File: config.mk
export PLATFORM = sky130hd
export DESIGN_NAME = bus_cycle_sequencer
export DESIGN_NICKNAME = d
export VERILOG_FILES = /design/src/rtl/bus_phase_pkg.sv /design/src/rtl/bus_cycle_sequencer.sv /design/src/rtl/cpu_clock_enable.sv
export SDC_FILE = /design/constraint.sdc
export NUM_CORES = 1
export LEC_CHECK = 0
export BUFFER_PORTS_ARGS = -buffer_cell sky130_fd_sc_hd__buf_4
export CAP_MARGIN = 15
export CORE_MARGIN = 10
export CORE_UTILIZATION = 30
export DETAILED_ROUTE_END_ITERATION = 6
export PLACE_DENSITY_LB_ADDON = 0.3
export SLEW_MARGIN = 40
export SYNTH_ARGS = -nofsm -noshare
export SYNTH_HDL_FRONTEND = slang
export SYNTH_SLANG_ARGS = --single-unit
File: constraint.sdc
create_clock -name ref_clk -period 2.05 [get_ports ref_clk]
set_input_delay 0.1025 -clock ref_clk [delete_from_list [all_inputs] [get_ports ref_clk]]
set_output_delay 0.1025 -clock ref_clk [all_outputs]
set_load 0.1 [all_outputs]
File: src/rtl/bus_phase_pkg.sv
package bus_phase_pkg;
  // field positions inside chip_select_timing_config
  localparam int AB_LSB = 0;   // base setup: 0 -> 1 period, 1 -> 2 periods
  localparam int AX_LSB = 1;   // 2 bits, extra setup on window change
  localparam int C_LSB = 3;    // 2 bits, command delay 0..3
  localparam int D_LSB = 5;    // 1 bit, write setup / turnaround 0..1
  localparam int E_LSB = 6;    // 5 bits, access length minus one
  localparam int F_LSB = 11;   // 2 bits, hold 0..3
  localparam int CFG_W = 13;
  localparam logic [12:0] CFG_RESET = 13'h0000;
  localparam int CNT_W = 5;
  typedef enum logic [2:0] {
    PH_IDLE = 3'b000,
    PH_AB = 3'b001,
    PH_C = 3'b010,
    PH_D = 3'b011,
    PH_E = 3'b100,
    PH_F = 3'b101
  } phase_t;
endpackage

File: src/rtl/bus_cycle_sequencer.sv
`timescale 1ns/1ps
module bus_cycle_sequencer #(
  parameter int ADDR_W = 24,
  parameter int DATA_W = 16
) (
  input wire logic ref_clk,
  input wire logic sys_rst,
  input wire logic cpu_clock_halving_select,
  input wire logic [bus_phase_pkg::CFG_W-1:0] chip_select_timing_config,
  input wire logic window_changed,
  input wire logic req_valid,
  input wire logic req_write,
  input wire logic [ADDR_W-1:0] req_addr,
  input wire logic [DATA_W-1:0] req_wdata,
  output logic req_ready,
  output logic done,
  output logic [DATA_W-1:0] rdata,
  output logic [ADDR_W-1:0] bus_addr,
  output logic [DATA_W-1:0] bus_data_out,
  output logic bus_data_oe,
  input wire logic [DATA_W-1:0] bus_data_in,
  output logic rd_n,
  output logic wr_n,
  output logic [2:0] phase
);
  ////////////////////////////////////////////////////////////////////////
  logic cpu_tick;
  bus_phase_pkg::phase_t state;
  bus_phase_pkg::phase_t next_state;
  logic [bus_phase_pkg::CNT_W-1:0] cnt;
  logic [bus_phase_pkg::CNT_W-1:0] next_cnt;
  logic [bus_phase_pkg::CFG_W-1:0] cfg;
  logic is_write;
  logic last;

  cpu_clock_enable u_tick (
    .ref_clk(ref_clk),
    .sys_rst(sys_rst),
    .cpu_clock_halving_select(cpu_clock_halving_select),
    .cpu_tick(cpu_tick)
  );

  ////////////////////////////////////////////////////////////////////////
  // setup count from a raw config word: base 0 or 1, plus window extension
  function automatic logic [4:0] setup_cnt(
    input logic [bus_phase_pkg::CFG_W-1:0] word,
    input logic win
  );
    logic [1:0] ext;
    ext = win ? word[bus_phase_pkg::AX_LSB +: 2] : 2'h0;
    return 5'(word[bus_phase_pkg::AB_LSB]) + 5'(ext);
  endfunction

  // n programmed periods load the down counter with n - 1; never called
  // with zero, since zero-length phases are skipped
  function automatic logic [4:0] len_cnt(input logic [1:0] len);
    return 5'(len - 2'h1);
  endfunction

  // ab_cnt and e_len are phase length minus one, c, d and f are raw lengths; zero-length phases are skipped entirely
  // setup is taken from the raw inputs, cfg is only latched on that edge
  wire [4:0] ab_cnt = setup_cnt(chip_select_timing_config,
    window_changed);
  wire [1:0] c_len = cfg[bus_phase_pkg::C_LSB +: 2];
  wire d_len = cfg[bus_phase_pkg::D_LSB];
  wire [4:0] e_len = cfg[bus_phase_pkg::E_LSB +: 5];
  wire [1:0] f_len = cfg[bus_phase_pkg::F_LSB +: 2];

  assign last = cnt == 5'h00;
  assign req_ready = state == bus_phase_pkg::PH_IDLE;
  assign phase = state;

  ////////////////////////////////////////////////////////////////////////
  // next phase after the current one ends, skipping zero-length phases
  always_comb begin
    next_state = state;
    next_cnt = cnt;
    unique case (state)
      bus_phase_pkg::PH_IDLE: begin
        if (req_valid) begin
          next_state = bus_phase_pkg::PH_AB;
          next_cnt = ab_cnt;
        end
      end
      bus_phase_pkg::PH_AB: begin
        if (last) begin
          if (c_len != 2'h0) begin
            next_state = bus_phase_pkg::PH_C;
            next_cnt = len_cnt(c_len);
          end else if (d_len) begin
            next_state = bus_phase_pkg::PH_D;
            next_cnt = 5'h00;
          end else begin
            next_state = bus_phase_pkg::PH_E;
            next_cnt = e_len;
          end
        end else begin
          next_cnt = cnt - 5'h01;
        end
      end
      bus_phase_pkg::PH_C: begin
        if (last) begin
          if (d_len) begin
            next_state = bus_phase_pkg::PH_D;
            next_cnt = 5'h00;
          end else begin
            next_state = bus_phase_pkg::PH_E;
            next_cnt = e_len;
          end
        end else begin
          next_cnt = cnt - 5'h01;
        end
      end
      bus_phase_pkg::PH_D: begin
        next_state = bus_phase_pkg::PH_E;
        next_cnt = e_len;
      end
      bus_phase_pkg::PH_E: begin
        if (last) begin
          if (f_len != 2'h0) begin
            next_state = bus_phase_pkg::PH_F;
            next_cnt = len_cnt(f_len);
          end else begin
            next_state = bus_phase_pkg::PH_IDLE;
          end
        end else begin
          next_cnt = cnt - 5'h01;
        end
      end
      bus_phase_pkg::PH_F: begin
        if (last) begin
          next_state = bus_phase_pkg::PH_IDLE;
        end else begin
          next_cnt = cnt - 5'h01;
        end
      end
      default: begin
        next_state = bus_phase_pkg::PH_IDLE;
        next_cnt = 5'h00;
      end
    endcase
  end

  wire take = req_ready & req_valid & cpu_tick;
  wire e_end = state == bus_phase_pkg::PH_E && last && cpu_tick;
  wire enter_e = state != bus_phase_pkg::PH_E &&
    next_state == bus_phase_pkg::PH_E && cpu_tick;
  wire cycle_end = cpu_tick && state != bus_phase_pkg::PH_IDLE &&
    next_state == bus_phase_pkg::PH_IDLE;

  ////////////////////////////////////////////////////////////////////////
  // phases only advance on cpu clock ticks, so lengths are whole periods
  always_ff @(posedge ref_clk) begin
    if (sys_rst) begin
      state <= bus_phase_pkg::PH_IDLE;
      cnt <= 5'h00;
    end else if (cpu_tick) begin
      state <= next_state;
      cnt <= next_cnt;
    end
  end

  always_ff @(posedge ref_clk) begin
    if (sys_rst) begin
      cfg <= bus_phase_pkg::CFG_RESET;
      is_write <= 1'b0;
      bus_addr <= '0;
      bus_data_out <= '0;
    end else if (take) begin
      // config latched per access so a mid-cycle change cannot tear it
      cfg <= chip_select_timing_config;
      is_write <= req_write;
      bus_addr <= req_addr;
      bus_data_out <= req_wdata;
    end
  end

  // strobes and write drive are registered, so they track the phase
  always_ff @(posedge ref_clk) begin
    if (sys_rst) begin
      rd_n <= 1'b1;
      wr_n <= 1'b1;
      bus_data_oe <= 1'b0;
    end else begin
      if (enter_e) begin
        rd_n <= is_write;
        wr_n <= ~is_write;
      end else if (e_end) begin
        rd_n <= 1'b1;
        wr_n <= 1'b1;
      end
      // write data driven from D (or E) through hold, off on the edge that enters idle
      if (cpu_tick) begin
        bus_data_oe <= is_write &&
          (next_state == bus_phase_pkg::PH_D ||
           next_state == bus_phase_pkg::PH_E ||
           next_state == bus_phase_pkg::PH_F);
      end
    end
  end

  // read data sampled on the very edge that raises rd_n
  always_ff @(posedge ref_clk) begin
    if (sys_rst) begin
      rdata <= '0;
      done <= 1'b0;
    end else begin
      done <= cycle_end;
      if (e_end && !is_write) begin
        rdata <= bus_data_in;
      end
    end
  end
endmodule

File: src/rtl/cpu_clock_enable.sv
`timescale 1ns/1ps
module cpu_clock_enable (
  input wire logic ref_clk,
  input wire logic sys_rst,
  input wire logic cpu_clock_halving_select,
  output logic cpu_tick
);
  logic half;
  always_ff @(posedge ref_clk) begin
    if (sys_rst) begin
      half <= 1'b0;
    end else begin
      half <= ~half;
    end
  end
  // full rate when select is low, every other cycle when high
  assign cpu_tick = ~cpu_clock_halving_select | half;
endmodule

==> impl_metrics.py <==
metrics = {
    "yosys": {
        "syn_inst": 445,
        "yosysWarnings": 0,
        "synth_seq_area_share": 0.467,
        "synth_cell_types": 42,
        "yosysTopAreaCell": "dfxtp_1",
        "netlist_area_sq_um": 3430,
        "syn_area_per_cell_sq_um": 7.70,
        "synth_edf_count": 0,
        "synth-seq-cells": 80,
        "synth_fp_nets": 524,
        "synthFlopType": "dfxtp_1",
        "async_reset_ff_frac": 0,
        "synth_top_area_share": 0.467,
        "synth_area_leaders": "dfxtp_1, nand2_1, a21oi_1, clkbuf_1, o21ai_0",
    },
    "sta": {
        "fmax_mhz": 471,
        "relSlewSlack": 0.413,
        "worst_slew_pin_slew_ns": 0.878,
        "setup_violations": 5,
        "worst_slack_ns": -0.0729,
        "hold_viol": 0,
        "tns_ns": -0.191,
        "fin_hold_ws_ns": 0.0279,
        "fin_crit_ns": 2.12,
        "clock_skew_ns": 0.00386,
        "period_share": 1.04,
        "maxSlewViolCount": 0,
        "rsz0062_at_grt": "true",
    },
    "final_layout": {
        "final_common_cell": "buf_4",
        "final_cells": 733,
        "drive_above_1_share": 0.351,
        "layout_common_cells": "buf_4, nand2_1, a21oi_1",
        "filler_cell_count": 1095,
        "fin_nets": 670,
        "antenna_cells": 0,
        "area_delta_synth_final_pct": 50.7,
    },
    "setup_path": {
        "cp-start-kind": "register",
        "arrival_ns": 2.38,
        "critPathKind": "reg2reg",
        "worstPathRequired_ns": 2.30,
        "cp_max_fo": 6,
        "crit_path_end_kind": "register",
    },
    "power": {
        "power.density_nw_per_um2": 1040,
        "pwr-share-seq": 0.331,
        "power_leakage_uw": 0.00214,
        "p_switching_uw": 2090,
        "peakVddDrop_uv": 417,
        "power_switching_share": 0.389,
        "clock_power_share": 0.282,
        "p_int_uw": 3280,
        "p_comb_frac": 0.387,
    },
    "grt": {
        "track_usage": 0.134,
        "overflow": 0,
        "grt_pass1_wl_mm": 18.1,
        "grt_pass1_vias": 3633,
        "grt_max_degree": 84,
        "grt_antenna_before_repair": 0,
    },
    "cts": {
        "cts.sinks": 80,
        "clk_pin_slew_ns": 0.06,
        "insertion_delay_ns": 0.32,
        "cts_buffers": 9,
        "clockBufferDepth": 2,
        "cts_tree": "yes",
        "ctsRootBufferMaster": "clkbuf_16",
        "cts_htree_levels": 3,
    },
    "placed_design": {
        "hpwlAfterDp_mm": 8.33,
        "io_buffers": 138,
        "dpl.cell_count": 717,
        "gp_congestion": 0.915,
        "dp_slack_ns": -0.0670,
    },
    "status": {
        "violations": "negative setup slack",
        "status": "finished with violations",
    },
    "drt": {
        "drt-vias-per-instance": 4.84,
        "route.vias.total": 3545,
        "drt_wl_total_mm": 11.1,
        "drcViolationCount": 0,
        "drt_iter0_drc": 175,
        "drtPass1Iterations": 5,
        "ant_nets": 0,
        "wl_per_cell_microns": 15.2,
    },
    "floorplan": {
        "die_area_sq_um": 16100,
        "top_level_ports": 139,
        "rows": 38,
        "start_util": 0.311,
        "die-width_microns": 127,
        "die_h_microns": 127,
        "coreArea_sq_um": 11000,
    },
    "hold_path": {
        "hold_path_class": "in2reg",
    },
    "run": {
        "max-cap-violations": 0,
    },
}
==> routing by layer <==
metal	wire length, microns	vias to the layer above	global-route usage
li1	-	1782	-
met1	4650	1642	0.154
met2	5280	113	0.220
met3	1070	8	0.0558
met4	121	0	0.0429
met5	0	-	0
==> registers in the layout, summed over array words and instances (netlist names) <==
name	count
bus_addr	24
bus_data_out	16
rdata	16
cfg	10
cnt	5
phase	3
bus_data_oe	1
done	1
is_write	1
rd_n	1
u_tick.half	1
wr_n	1
==> cells in the mapped netlist, drive strengths merged (3+ instances only) <==
cell	n
ha	4
o21ai	13
nor3	8
dfxtp	80
nand2	151
a21oi	83
clkbuf	24
nor3b	3
nor2b	5
inv	9
nor2	10
nand2b	7
buf	6
and3	3
==> final timing paths <==
check | slack [ns] | depth (start not counted) | startpoint | endpoint
worst min register to register | 0.44 | 1 | u_tick.half | u_tick.half
worst max register to register | -0.07 | 8 | cnt[1] | rd_n
worst max-delay path | -0.07 | 8 | cnt[1] | rd_n
worst min-delay path | 0.03 | 3 | bus_data_in[8] | rdata[8]
==> power by group through the flow <==
stage	Clock (uW)	Sequential, uW	Combinational, uW
floorplan	0	2470	829
global placement	0	1810	2030
detailed placement	0	1810	2040
CTS	1560	1780	2070
global route	1640	1800	2220
finish	1520	1780	2080
==> cell type report <==
cell class                 count  area (sq um)  area share
inverter                       9          37.5     0.00727
clock buffer                   9           225      0.0436
timing repair buffer         165          1300       0.251
clock inverter                 4          48.8     0.00945
sequential                    80          1620       0.313
tap                          140           175      0.0339
multi-input combinational    326          1770       0.342
==> worst max-delay path, cell delays in order (launching register included) <==
cell     delay [ns]
dfxtp_2        0.32
inv_2          0.06
ha_4           0.14
or4b_4         0.53
o41ai_4        0.24
a22oi_2        0.12
o21a_4         0.23
nor4_4         0.19
mux2i_1        0.22
==> logic make-up after synthesis <==
logic type / Yosys count / synth area share
AND/OR/NAND/NOR: 200 / 0.258
AO/OA/AOI/OAI: 118 / 0.204
flip-flops: 80 / 0.467
buffers and inverters: 39 / 0.0449
adder cells (fa/ha/maj): 4 / 0.0146
XOR/XNOR: 2 / 0.00511
multiplexers: 2 / 0.00584
==> stage by stage <==
stage / util / total power [uW] / instance area (sq um)
after floorplan: - / 3300 / 3580
after global placement: 0.437 / 3830 / 4820
after detailed placement: 0.437 / 3850 / 4820
after CTS: 0.465 / 5410 / 5130
after global routing: 0.468 / 5650 / 5160
final: 0.468 / 5380 / 5160
==> repair_timing <==
item                                    CTS  global route
gates resized for setup                   6             4
setup buffers                             1             2
pin swaps                                 3             3
endpoints found under the setup margin   25            27
gates cloned                              0             0
hold buffers                              0             0
(Power assumes the default switching activity.)
